$ cat src/design/mio_map.svh
// Purpose: constants of the motion i/o block (counts, bits, timing)
// Assumes: included by bare name wherever the constants are used
// Notes: times are kept in their own unit, cycle counts derive from them
`ifndef MIO_MAP_SVH
`define MIO_MAP_SVH

// channel counts
`define MIO_NUM_ENC 8
`define MIO_NUM_PWM 4
`define MIO_NUM_DIN 32
`define MIO_NUM_DOUT 16
`define MIO_NUM_DIRECT 4

// pwm carrier, in hertz
`define MIO_PWM_HZ_MIN 1
`define MIO_PWM_HZ_MAX 32226
`define MIO_PWM_HZ_DEF 32000
`define MIO_PWM_HZ_W 15

// pwm frame: 10-bit resolution, 1024 reference cycles
`define MIO_PWM_RES 10
`define MIO_FRAME_LAST 10'h3ff
`define MIO_INTERLACE_SPLIT 5

// system clock
`define MIO_CLK_HZ 250000000
`define MIO_ACC_W 29

// watchdog configuration word bits
`define MIO_WD_EN_BIT 0
`define MIO_WD_AUTO_BIT 1
`define MIO_WD_TIMEOUT_US 8000
`define MIO_WD_CYCLES (`MIO_WD_TIMEOUT_US * (`MIO_CLK_HZ / 1000000))

// digital inputs shared with the upper encoders and the index masks
`define MIO_SHARED_BASE 0
`define MIO_MASK_BASE_LO 16
`define MIO_MASK_BASE_HI 20

`endif

$ cat src/design/mio_pkg.sv
// Purpose: types of the motion i/o block
// Assumes: constants come from mio_map.svh
// Notes: every module state is one packed struct declared here
package mio_pkg;
`include "mio_map.svh"

  // one pwm channel command as written by the host
  typedef struct packed {
    logic en;                        // channel enable
    logic il;                        // interlaced mode
    logic neg;                       // command sign, drives direction
    logic [`MIO_PWM_RES-1:0] mag;    // duty magnitude in frame cycles
  } mio_pwm_cmd_t;

  // per-encoder controls from the host
  typedef struct packed {
    logic arm_set;                   // pulse: arm index clear
    logic clear;                     // level: hold counter at zero
    logic mask_en;                   // index needs the mask line
    logic mask_pol;                  // mask level that lets index through
  } mio_enc_ctl_t;

  // connector pins after capture
  typedef struct packed {
    logic [`MIO_NUM_DIN-1:0] din;
    logic [`MIO_NUM_DIRECT-1:0] a;
    logic [`MIO_NUM_DIRECT-1:0] b;
    logic [`MIO_NUM_DIRECT-1:0] idx;
    logic estop;
  } mio_pins_t;

  // state of one encoder channel
  typedef struct packed {
    logic pa;
    logic pb;
    logic pidx;
    logic arm;
    logic [31:0] count;
  } mio_enc_st_t;

  // state of the top level
  typedef struct packed {
    mio_pins_t s1;
    mio_pins_t s2;
    logic [`MIO_ACC_W-1:0] acc;
    logic [`MIO_PWM_RES-1:0] ref_cnt;
    mio_pwm_cmd_t [`MIO_NUM_PWM-1:0] shadow;
    mio_pwm_cmd_t [`MIO_NUM_PWM-1:0] act;
    logic [`MIO_NUM_PWM-1:0] pulse;
    logic [`MIO_NUM_PWM-1:0] dir;
    logic [`MIO_NUM_PWM-1:0] ena;
    logic [31:0] wd_cnt;
    logic wd_to;
    logic [`MIO_NUM_DIN-1:0] din_true;
    logic [`MIO_NUM_DIN-1:0] din_inv;
    logic estop_true;
    logic estop_inv;
    logic [`MIO_NUM_DOUT-1:0] dout;
  } mio_top_st_t;

endpackage : mio_pkg

$ cat src/design/mio_enc.sv
// Purpose: one quadrature encoder counter with index and forced clear
// Assumes: a, b, idx and mask are already synchronised to clk
// Notes: index acts on its rising edge only
module mio_enc
  import mio_pkg::*;
(
  // clock and reset
  input wire logic clk,
  input wire logic sys_rst,
  // encoder lines
  input wire logic a,
  input wire logic b,
  input wire logic idx,
  input wire logic mask,
  // host side
  input wire mio_enc_ctl_t ctl,
  output logic [31:0] count,
  output logic arm
);

  mio_enc_st_t st;       // registered state
  mio_enc_st_t next_st;  // next state
  logic idx_evt;         // qualified index edge
  logic step;            // one phase moved
  logic up;              // direction of that step

  // decode and counter update
  always_comb begin
    next_st = st;
    next_st.pa = a;
    next_st.pb = b;
    next_st.pidx = idx;
    // with mask_en set, index only counts when the mask line sits at its chosen level
    idx_evt = idx & ~st.pidx & (~ctl.mask_en | (mask == ctl.mask_pol));
    // a change on exactly one phase is a step; both at once is lost
    step = (a ^ st.pa) ^ (b ^ st.pb);
    up = a ^ st.pb;
    if (step) begin
      next_st.count = up ? st.count + 32'h1 : st.count - 32'h1;
    end
    if (st.arm && idx_evt) begin
      next_st.count = '0;
      next_st.arm = 1'b0;
    end
    // a host arm in the same cycle keeps arm set; the armed index still clears the count
    if (ctl.arm_set) begin
      next_st.arm = 1'b1;
    end
    if (ctl.clear) begin
      next_st.count = '0;
    end
  end

  // state register
  always_ff @(posedge clk) begin
    if (sys_rst) begin
      st <= '0;
    end else begin
      st <= next_st;
    end
  end

  assign count = st.count;
  assign arm = st.arm;
endmodule : mio_enc

$ cat src/design/mio_top.sv
// Purpose: motion i/o block: encoders, pwm outputs, digital i/o, watchdog
// Assumes: all connector inputs are asynchronous to clk
// Notes: host controls arrive as plain ports on clk
`include "mio_map.svh"

module mio_top
  import mio_pkg::*;
#(
  parameter int WD_CYCLES = `MIO_WD_CYCLES  // watchdog timeout in clocks
)
(
  // clock and reset
  input wire logic clk,
  input wire logic sys_rst,
  // connector inputs
  input wire logic [`MIO_NUM_DIRECT-1:0] enc_a,
  input wire logic [`MIO_NUM_DIRECT-1:0] enc_b,
  input wire logic [`MIO_NUM_DIRECT-1:0] enc_idx,
  input wire logic [`MIO_NUM_DIN-1:0] din,
  input wire logic estop_in,
  // encoder host side
  input wire mio_enc_ctl_t [`MIO_NUM_ENC-1:0] enc_ctl,
  output logic [`MIO_NUM_ENC-1:0][31:0] enc_count,
  output logic [`MIO_NUM_ENC-1:0] enc_arm,
  // pwm host side
  input wire logic [`MIO_PWM_HZ_W-1:0] pwm_carrier_hz,
  input wire mio_pwm_cmd_t [`MIO_NUM_PWM-1:0] pwm_cmd,
  input wire logic pwm_write,
  // pwm connector outputs
  output logic [`MIO_NUM_PWM-1:0] pwm_pulse,
  output logic [`MIO_NUM_PWM-1:0] pwm_dir,
  output logic [`MIO_NUM_PWM-1:0] pwm_ena,
  // watchdog
  input wire logic [1:0] wd_cfg,
  input wire logic wd_service,
  output logic wd_timeout,
  // digital inputs as seen by the host
  output logic [`MIO_NUM_DIN-1:0] din_true,
  output logic [`MIO_NUM_DIN-1:0] din_inv,
  output logic estop_true,
  output logic estop_inv,
  // digital outputs
  input wire logic [`MIO_NUM_DOUT-1:0] dout_cmd,
  input wire logic [`MIO_NUM_DOUT-1:0] dout_invert,
  output logic [`MIO_NUM_DOUT-1:0] dout
);

  // constants cut to the widths of the signals they meet
  localparam logic [`MIO_ACC_W-1:0] CLK_HZ = `MIO_ACC_W'(`MIO_CLK_HZ);
  localparam logic [`MIO_PWM_HZ_W-1:0] HZ_MIN =
    `MIO_PWM_HZ_W'(`MIO_PWM_HZ_MIN);
  localparam logic [`MIO_PWM_HZ_W-1:0] HZ_MAX =
    `MIO_PWM_HZ_W'(`MIO_PWM_HZ_MAX);
  localparam logic [`MIO_PWM_HZ_W-1:0] HZ_DEF =
    `MIO_PWM_HZ_W'(`MIO_PWM_HZ_DEF);
  localparam logic [31:0] WD_LAST = 32'(WD_CYCLES - 1);
  localparam int SPLIT = `MIO_INTERLACE_SPLIT;

  // state and the combinational helpers of the next-state logic
  mio_top_st_t st;        // registered state
  mio_top_st_t next_st;   // next state
  mio_pins_t pins_in;     // raw connector inputs, gathered
  logic [`MIO_PWM_HZ_W-1:0] hz_eff;          // carrier after range check
  logic [`MIO_ACC_W-1:0] step;               // reference rate per clock
  logic [`MIO_ACC_W-1:0] sum;                // accumulator plus step
  logic tick;                                // one reference cycle
  logic [`MIO_PWM_RES-1:0] ilv;              // interlaced frame position
  logic [`MIO_PWM_RES-1:0] cmp;              // position compared to duty
  logic on;                                  // channel may drive
  logic restart;                             // watchdog restart this cycle
  logic [`MIO_NUM_PWM-1:0] act_en;           // active enables, for checks

  // gather every asynchronous pin into one bundle
  always_comb begin
    pins_in.din = din;
    pins_in.a = enc_a;
    pins_in.b = enc_b;
    pins_in.idx = enc_idx;
    pins_in.estop = estop_in;
  end

  // next state of the whole block
  always_comb begin
    next_st = st;
    // two-flop capture; only the second stage feeds logic
    next_st.s1 = pins_in;
    next_st.s2 = st.s1;

    // out-of-range rates fall back to the default carrier
    if (pwm_carrier_hz >= HZ_MIN && pwm_carrier_hz <= HZ_MAX) begin
      hz_eff = pwm_carrier_hz;
    end else begin
      hz_eff = HZ_DEF;
    end
    // reference rate is carrier times frame length, made by a
    // fractional accumulator so no divider is needed
    step = `MIO_ACC_W'({hz_eff, {`MIO_PWM_RES{1'b0}}});
    sum = st.acc + step;
    tick = (sum >= CLK_HZ);
    next_st.acc = tick ? sum - CLK_HZ : sum;
    if (tick) begin
      next_st.ref_cnt = st.ref_cnt + `MIO_PWM_RES'(1);
    end

    // commands are shadowed and applied at the frame boundary, so
    // a frame never shows half of one duty and half of another
    if (pwm_write) begin
      next_st.shadow = pwm_cmd;
    end
    if (tick && st.ref_cnt == `MIO_FRAME_LAST) begin
      next_st.act = st.shadow;
    end

    // swapping the low and high 5-bit halves of the frame count cuts the frame into short bursts:
    // smoother than contiguous, fewer edges than full alternation
    ilv = {st.ref_cnt[SPLIT-1:0],
           st.ref_cnt[`MIO_PWM_RES-1:SPLIT]};
    // defaults keep the loop helpers from holding a value
    on = 1'b0;
    cmp = '0;
    for (int i = 0; i < `MIO_NUM_PWM; i++) begin
      // a timed-out watchdog silences every channel
      on = st.act[i].en & ~st.wd_to;
      cmp = st.act[i].il ? ilv : st.ref_cnt;
      next_st.pulse[i] = on & (cmp < st.act[i].mag);
      next_st.dir[i] = on & st.act[i].neg;
      next_st.ena[i] = on;
    end

    // watchdog: auto mode uses pwm writes, else the service pulse
    if (wd_cfg[`MIO_WD_AUTO_BIT]) begin
      restart = pwm_write;
    end else begin
      restart = wd_service;
    end
    if (!wd_cfg[`MIO_WD_EN_BIT]) begin
      next_st.wd_cnt = '0;
      next_st.wd_to = 1'b0;
    end else if (restart) begin
      next_st.wd_cnt = '0;
      next_st.wd_to = 1'b0;
    end else if (st.wd_cnt >= WD_LAST) begin
      // counter parks at the limit so the flag never wraps away
      next_st.wd_to = 1'b1;
    end else begin
      next_st.wd_cnt = st.wd_cnt + 32'h1;
    end

    // input mirrors and output drive
    next_st.din_true = st.s2.din;
    next_st.din_inv = ~st.s2.din;
    next_st.estop_true = st.s2.estop;
    next_st.estop_inv = ~st.s2.estop;
    next_st.dout = dout_cmd ^ dout_invert;
  end

  // state register; inverted mirrors start high to match zero inputs
  always_ff @(posedge clk) begin
    if (sys_rst) begin
      st <= '0;
      st.din_inv <= '1;
      st.estop_inv <= 1'b1;
    end else begin
      st <= next_st;
    end
  end

  // encoder channels; the upper four ride on digital inputs 0-11
  for (genvar g = 0; g < `MIO_NUM_ENC; g++) begin : g_enc
    // position among the four channels that ride on digital inputs
    localparam int HI = g - `MIO_NUM_DIRECT;
    localparam int SB = `MIO_SHARED_BASE + 3 * HI;
    if (g < `MIO_NUM_DIRECT) begin : g_direct
      mio_enc u_enc (
        .clk(clk),
        .sys_rst(sys_rst),
        .a(st.s2.a[g]),
        .b(st.s2.b[g]),
        .idx(st.s2.idx[g]),
        .mask(st.s2.din[`MIO_MASK_BASE_LO + g]),
        .ctl(enc_ctl[g]),
        .count(enc_count[g]),
        .arm(enc_arm[g])
      );
    end else begin : g_shared
      // general-purpose use of these inputs leaves junk counts
      mio_enc u_enc (
        .clk(clk),
        .sys_rst(sys_rst),
        .a(st.s2.din[SB]),
        .b(st.s2.din[SB + 1]),
        .idx(st.s2.din[SB + 2]),
        .mask(st.s2.din[`MIO_MASK_BASE_HI + g]),
        .ctl(enc_ctl[g]),
        .count(enc_count[g]),
        .arm(enc_arm[g])
      );
    end
  end

  // outputs straight from the state register
  assign pwm_pulse = st.pulse;
  assign pwm_dir = st.dir;
  assign pwm_ena = st.ena;
  assign wd_timeout = st.wd_to;
  assign din_true = st.din_true;
  assign din_inv = st.din_inv;
  assign estop_true = st.estop_true;
  assign estop_inv = st.estop_inv;
  assign dout = st.dout;

  // active enables flattened for the checks below
  always_comb begin
    for (int i = 0; i < `MIO_NUM_PWM; i++) begin
      act_en[i] = st.act[i].en;
    end
  end
endmodule : mio_top

$ cat config.mk
export PLATFORM = sky130hd
export DESIGN_NAME = mio_top
export DESIGN_NICKNAME = d
export VERILOG_FILES = /design/src/design/mio_pkg.sv /design/src/design/mio_enc.sv /design/src/design/mio_top.sv
export VERILOG_INCLUDE_DIRS = /design/src /design/src/design
export SDC_FILE = /design/constraint.sdc
export NUM_CORES = 2
export LEC_CHECK = 0
export CORE_ASPECT_RATIO = 0.5
export CORE_MARGIN = 2
export CORE_UTILIZATION = 29
export CTS_CLUSTER_DIAMETER = 60
export DETAILED_ROUTE_END_ITERATION = 16
export DONT_BUFFER_PORTS = 1
export PLACE_DENSITY = 0.52
export SLEW_MARGIN = 15
export SYNTH_ARGS = -nofsm -noshare
export SYNTH_HDL_FRONTEND = slang
export SYNTH_SLANG_ARGS = --single-unit
$ cat constraint.sdc
create_clock -name clk -period 5.41 [get_ports clk]
set_input_delay 1.082 -clock clk [delete_from_list [all_inputs] [get_ports clk]]
set_output_delay 1.082 -clock clk [all_outputs]
set_load 0.005 [all_outputs]
Yosys cells after proc, flatten, opt, wreduce, memory -nomap -nowiden
Cells that the tools add are included.
{"block": "classes", "addsub": 20, "n_mul": 0, "div_mod_pow": 0, "order_cmp": 8, "n_eq_ne": 9, "n_shift": 0, "muxes": 39, "bitwise_logic": 89, "n_reduce_logical": 27}
{"cell": "$mux W32", "count": 16}
{"cell": "$add A32 B1 Y32 const B", "count": 9}
{"cell": "$mux W33", "count": 8}
{"cell": "$sub A32 B1 Y32 const B", "count": 8}
{"cell": "$lt A10 B10 Y1", "count": 4}
{"cell": "$mux W10", "count": 4}
{"cell": "$ge A32 B21 Y1 const B", "count": 1}
{"cell": "$not A32 Y32", "count": 1}
{"cell": "$xor A1 B1 Y1", "count": 32}
{"cell": "$add A29 B25 Y29", "count": 1}
{"cell": "$ge A29 B28 Y1 const B", "count": 1}
{"cell": "$mux W29", "count": 1}
{"cell": "$sub A29 B28 Y29 const B", "count": 1}
{"cell": "$and A1 B1 Y1", "count": 28}
{"cell": "$reduce_or A3 Y1", "count": 9}
{"cell": "$not A1 Y1", "count": 19}
{"cell": "$reduce_bool A2 Y1", "count": 8}
{"cell": "$xor A16 B16 Y16", "count": 1}
{"cell": "$ge A15 B1 Y1 const B", "count": 1}
{"cell": "$le A15 B15 Y1 const B", "count": 1}
{"cell": "$mux W15", "count": 1}
{"cell": "$add A10 B1 Y10 const B", "count": 1}
{"cell": "$eq A10 B10 Y1 const B", "count": 1}
{"cell": "$logic_and A1 B1 Y1", "count": 10}
{"cell": "other kinds (3)", "count": 25}
{"block": "word_totals", "regBits": 648, "latchBits": 0, "ram_bits": 0, "mem_bits_ro": 0, "inputBits": 182, "output_inout_bits": 359, "elab_cells": 286, "memories": 0}

Depth between registers and ports, before layout
{"block": "logic_depth", "ltp_word": 6, "ltp_mapped": 23}

By module
A second synthesis with hierarchy kept.
{"block": "hier_totals", "cells_unflattened": 5041, "hier_area_um2": 40699.0}
{"module": "mio_enc", "n_inst": 8, "cells_each": 441, "area_per_inst_um2": 3244.4}
{"module": "mio_top", "n_inst": 1, "cells_each": 1513, "area_per_inst_um2": 14744.1}

Least setup slack after synthesis
No wires, ideal clock.
{"block": "synth_path", "path_type": "register to register", "from": "reg st, in the netlist next_st[53]", "to": "reg g_enc[5].g_shared.u_enc.st, in the netlist g_enc[5].g_shared.u_enc.count[31]", "setup_ns": 0.070, "arrival_time_ns": 4.815, "t_required_ns": 5.340, "setup_slack_ns": 0.525, "stages_incl_launch_ff": 14, "path_cell_list": "dfxtp_1 xnor2_1 ha_1 o21a_1 o21ai_1 o32ai_1 a31o_2 a221oi_1 nor4_1 nor4_1 o31ai_1 xnor2_1 or3_1 a21oi_1"}
{"block": "synth_via", "elab_chain_len": 2, "elab_cells_between_ends": 4, "classes_between": "1 x mux; 3 x bitwise"}
{"item": "start: declaration", "line_no": "mio_top.sv:60", "text": "mio_top_st_t st;"}
{"item": "start signal: assignment", "line_no": "mio_top.sv:164", "text": "st <= next_st;"}
{"item": "$xor A1 B1 Y1, on equally long branches", "line_no": "mio_enc.sv:37, mio_enc.sv:36"}
{"item": "$mux W32 / $xor A1 B1 Y1 (equally long branches)", "line_no": "mio_enc.sv:39, mio_enc.sv:36"}
{"item": "end signal: assignment", "line_no": "mio_enc.sv:59", "text": "st <= next_st;"}
{"item": "end: declaration", "line_no": "mio_enc.sv:21", "text": "mio_enc_st_t st;"}
Parallel ways exist; a longest one is shown, timed or not.
A chain may end at the register's enable or synchronous reset.

Worst setup path in the final report
{"block": "layout_path", "from": "in pwm_carrier_hz[9]", "to": "reg st[153] in the netlist's numbering"}
{"block": "layout_via", "elab_chain_len": 6, "elab_cells_between_ends": 7, "classes_between": "1 x add/sub; 3 x order compare; 1 x mux; 2 x reduce/logical"}
{"item": "start: declaration", "line_no": "mio_top.sv:26", "text": "input wire logic [`MIO_PWM_HZ_W-1:0] pwm_carrier_hz,"}
{"item": "$ge A15 B1 Y1 / $le A15 B15 Y1 (equally long branches)", "line_no": "mio_top.sv:90", "text": "if (pwm_carrier_hz >= HZ_MIN && pwm_carrier_hz <= HZ_MAX) begin"}
{"item": "$logic_and A1 B1 Y1", "line_no": "mio_top.sv:90"}
{"item": "$mux W15 (*)", "line_no": "mio_top.sv:90"}
{"item": "$add A29 B25 Y29 (*)", "line_no": "mio_top.sv:98", "text": "sum = st.acc + step;"}
{"item": "$ge A29 B28 Y1 (*)", "line_no": "mio_top.sv:99", "text": "tick = (sum >= CLK_HZ);"}
{"item": "$logic_and A1 B1 Y1 (no line) (*)"}
Mark *: on every way between the ends. The rest lies on a longest branch, timed or not.

==> summary.md <==
| Metric | Value |
|---|---|
| Number of synthesized flops with an enable pin | 0 |
| FF+latch count, synth | 629 |
| Vias post-DR | 28988 |
| Ports | 541 |
| Post-synth top area share | 33.98% |
| Detailed-route wire length per cell | 17.30 um |
| Critical Path Source Type | input port |
| Post-CTS Resized | 0 |
| P_leak | 16.56 nW |
| CTS Buf Count | 70 |
| Syn Nets | 4941 |
| TNS Setup | 0 ns |
| Max clock buf depth | 3 |
| Pre-CTS setup slack | 0.03842 ns |
| First-pass GRT wire length | 158.1 mm |
| Crit path max fanout | 52 |
| CP max stage delay | 0.40 ns |
| CP Data Arrival Time | 5.31 ns |
| Asr flop ratio synth | 0% |
| Post-CTS setup buffers | 0 |
| Layout Skew | 0.02889 ns |
| Placer Congestion | 0.8714 |
| Total gr overflow | 0 |
| Most used DFF post-synth | dfxtp_1 |
| Hold_buf cts | 0 |
| Port bufs | 0 |
| PwrDens | 363.5 mW/mm^2 |
| Status | finished clean |
| FMAX | 211.9 MHz |
| Synth cell types | 90 |
| Clock Sink Count | 629 |
| Final setup violation count | 0 |
| Initial antenna violation count | 12 |
| DRC violations left | 0 |
| DR iter-0 viols | 1647 |
| Cell taking the most area after synthesis | dfxtp_1 |
| Period utilization | 87.24% |
| Worst-Skew Late Latency | 0.66 ns |
| CP bufs+invs | 2 |
| Mapped Area | 0.03705 sq mm |
| CP Launch Point | pwm_carrier_hz[9] |
| Chip width | 509.5 um |
| Post-synthesis instance total | 4455 |
| RR Startpoint | din_true[10]$_SDFF_PP0_ |
| Starting density of the core | 29.32% |
| CP delay by family, top | compound AO/OA/AOI/OAI gates |
| Min Clock Period, post-route | 4.720 ns |
| Worst vdd ir | 202.6 uV |
| Worst Setup EP | st[153]$_SDFFE_PP0P_ |
| Post-synthesis sequential area ratio | 33.98% |
| Setup ws final | 0.6901 ns |
| Root Buffer | clkbuf_16 |
| Syn_area_per_cell | 8.317 sq um |
| CTS H-Tree Depth | 3 |
| Fin. max-slew vios | 0 |
| Final net count | 4657 |
| Detailed Routing Iterations Pass 1 | 5 |
| Worst hold path class | reg2reg |
| Worst Reg-to-Reg Cells | 15 |
| Worst slew pin tran | 1.105 ns |
| Largest net degree at the start of global routing | 224 |
| Die Height | 256.8 um |
| Die ar. | 0.1308 sq mm |
| Vias in the first global route | 27833 |
| Total Wirelength | 102.5 mm |
| GR Util All Layers | 15.09% |
| Flop-to-flop setup slack | 0.94 ns |
| CP Class | in2reg |
| Worst Setup End Kind | flop |
| DP HPWL | 75.78 mm |
| Clk slew on worst S/H paths | 0.07 ns |
| Top cells by area, synth | dfxtp_1 (34%), ha_1 (10%), nand2_1 (6.0%), a21oi_1 (5.1%), buf_4 (4.6%) |
| RSZ-0062 raised after global routing | false |
| Slowest CP cell | o311a_1 |
| Critical path's most frequent cell | a21oi_1 |
| CTS tree | yes |
| Share of layout cells above drive strength 1 | 6.455% |
| Normalized max-slew margin | 26.15% |
| Worst Path Required | 6.00 ns |
| Rows | 92 |
| Final Hold Fails | 0 |
| Placeable Area | 0.1264 sq mm |
| Cells along the critical path | and4b_1 > nand3_1 > a21oi_1 > nand2_1 > nand3_1 > inv_1 > ha_1 > a21o_1 > a21oi_1 > xnor2_1 > nand2_1 > a21oi_1 > o21ai_0 > a211oi_1 > nor3_1 > o311a_1 > nor4_2 > buf_12 > mux2i_1 |
| Layout area overhead | 7.027% |
| Ys Warns | 0 |
| Vias per cell | 4.892 |
| Stages on the worst setup path | 19 |
| # Max-Cap Violations | 0 |
| Post-route ant nets | 0 |
| Worst flop-to-flop path endpoint | g_enc[7].g_shared.u_enc.count[30]$_SDFFE_PP0P_ |
routing by layer:
metal / GRT usage (%) / routed length [um]
met1: 17.76 / 43660
met2: 26.80 / 51210
met3: 3.119 / 4290
met4: 5.630 / 3372
met5: 0 / 0
per-stage QoR:
step | hold slack, ns | std cells | total power, mW | cell area, sq um | util, %
2_1_floorplan | 0.3633 | 4455 | 8.464 | 37050 | -
3_3_place_gp | 0.3709 | 5791 | 9.279 | 37190 | 29.43
3_5_place_dp | 0.3771 | 5791 | 9.350 | 37190 | 29.43
4_1_cts | 0.3926 | 5921 | 14.62 | 39640 | 31.37
5_1_grt | 0.4177 | 5924 | 15.34 | 39660 | 31.38
6_report | 0.3904 | 5925 | 14.41 | 39660 | 31.38
how the worst min path moves through the flow:
stage / cells after the start / start / slack, ns / end
6_report: 1 / next_st[63]$_SDFF_PP0_ / 0.39 / din_inv[13]$_SDFF_PP1_
5_1_grt: 1 / next_st[63]$_SDFF_PP0_ / 0.42 / din_inv[13]$_SDFF_PP1_
4_1_cts: 1 / next_st[63]$_SDFF_PP0_ / 0.39 / din_inv[13]$_SDFF_PP1_
3_5_place_dp: 1 / next_st[63]$_SDFF_PP0_ / 0.38 / din_inv[13]$_SDFF_PP1_
3_3_place_gp: 1 / next_st[72]$_SDFF_PP0_ / 0.37 / din_inv[22]$_SDFF_PP1_
2_1_floorplan: 1 / next_st[62]$_SDFF_PP0_ / 0.36 / din_inv[12]$_SDFF_PP1_
registers in the layout, summed over array words and instances (netlist names):
signal	count
act_en	4
din_inv	32
din_true	32
dout	16
estop_inv	1
estop_true	1
g_enc.g_direct.u_enc.arm	4
g_enc.g_direct.u_enc.count	128
g_enc.g_direct.u_enc.st	12
g_enc.g_shared.u_enc.arm	4
g_enc.g_shared.u_enc.count	128
ilv	10
next_st	78
pwm_dir	4
pwm_ena	4
pwm_pulse	4
st	166
wd_timeout	1
layout by cell type (no fill, tap or decap), types with 26 or more instances in the layout:
cell and count:
mux2_2 28, nand4_1 27, and3_1 43, nand3_1 82
clkbuf_16 72, and2_1 42, dfxtp_1 629, ha_1 295
a211oi_1 54, xor2_1 99, mux2i_1 129, nand2b_1 45
nand2_1 596, inv_1 180, nor3_1 54, a21o_1 130
buf_4 48, nor2b_1 143, o21bai_1 28, o21ai_0 139
xnor2_1 159, o21a_1 61, a31oi_1 33, a21oi_1 381
nor2_1 313, o31ai_1 26
cell families after synthesis:
group,share of synthesized area (%)
buffers and inverters,8.398
flip-flops,33.98
XOR/XNOR,6.169
adder cells (fa/ha/maj),10.45
AO/OA/AOI/OAI,17.71
AND/OR/NAND/NOR,18.95
multiplexers,4.336
area by class of cell:
type / instances / area (sq um)
diodes: 4 / 10.01
clock buffers: 87 / 1938
clock inverters: 43 / 515.5
fillers: 13193 / 86730
inverters: 181 / 681.9
multi-input cells: 3239 / 21400
flip-flops and latches: 629 / 12590
well taps: 1692 / 2117
repair buffers: 50 / 400.4
Yosys cell counts, types with 16 or more instances:
cell type  number
dfxtp_1       629
nand2_1       597
a21oi_1       381
nor2_1        317
ha_1          295
buf_4         228
inv_1         181
xnor2_1       161
clkbuf_1      148
nor2b_1       143
o21ai_0       139
a21o_1        130
mux2i_1       129
xor2_1        100
nand3_1        82
o21a_1         61
a211oi_1       54
nor3_1         54
nand2b_1       45
and3_1         43
and2_1         42
a31oi_1        33
mux2_2         28
o21bai_1       28
nand4_1        27
o31ai_1        26
or3_1          24
or2_2          22
or4_1          21
nor4_1         20
buf_1          18
a211o_1        17
o211ai_1       16
power breakdown:
part,internal [mW],switching (mW)
registers,4.89,0.294
logic,1.75,2.34
clock network,2.91,2.23
total,9.55,4.86
Note: power is estimated with default switching activity, not from simulation.
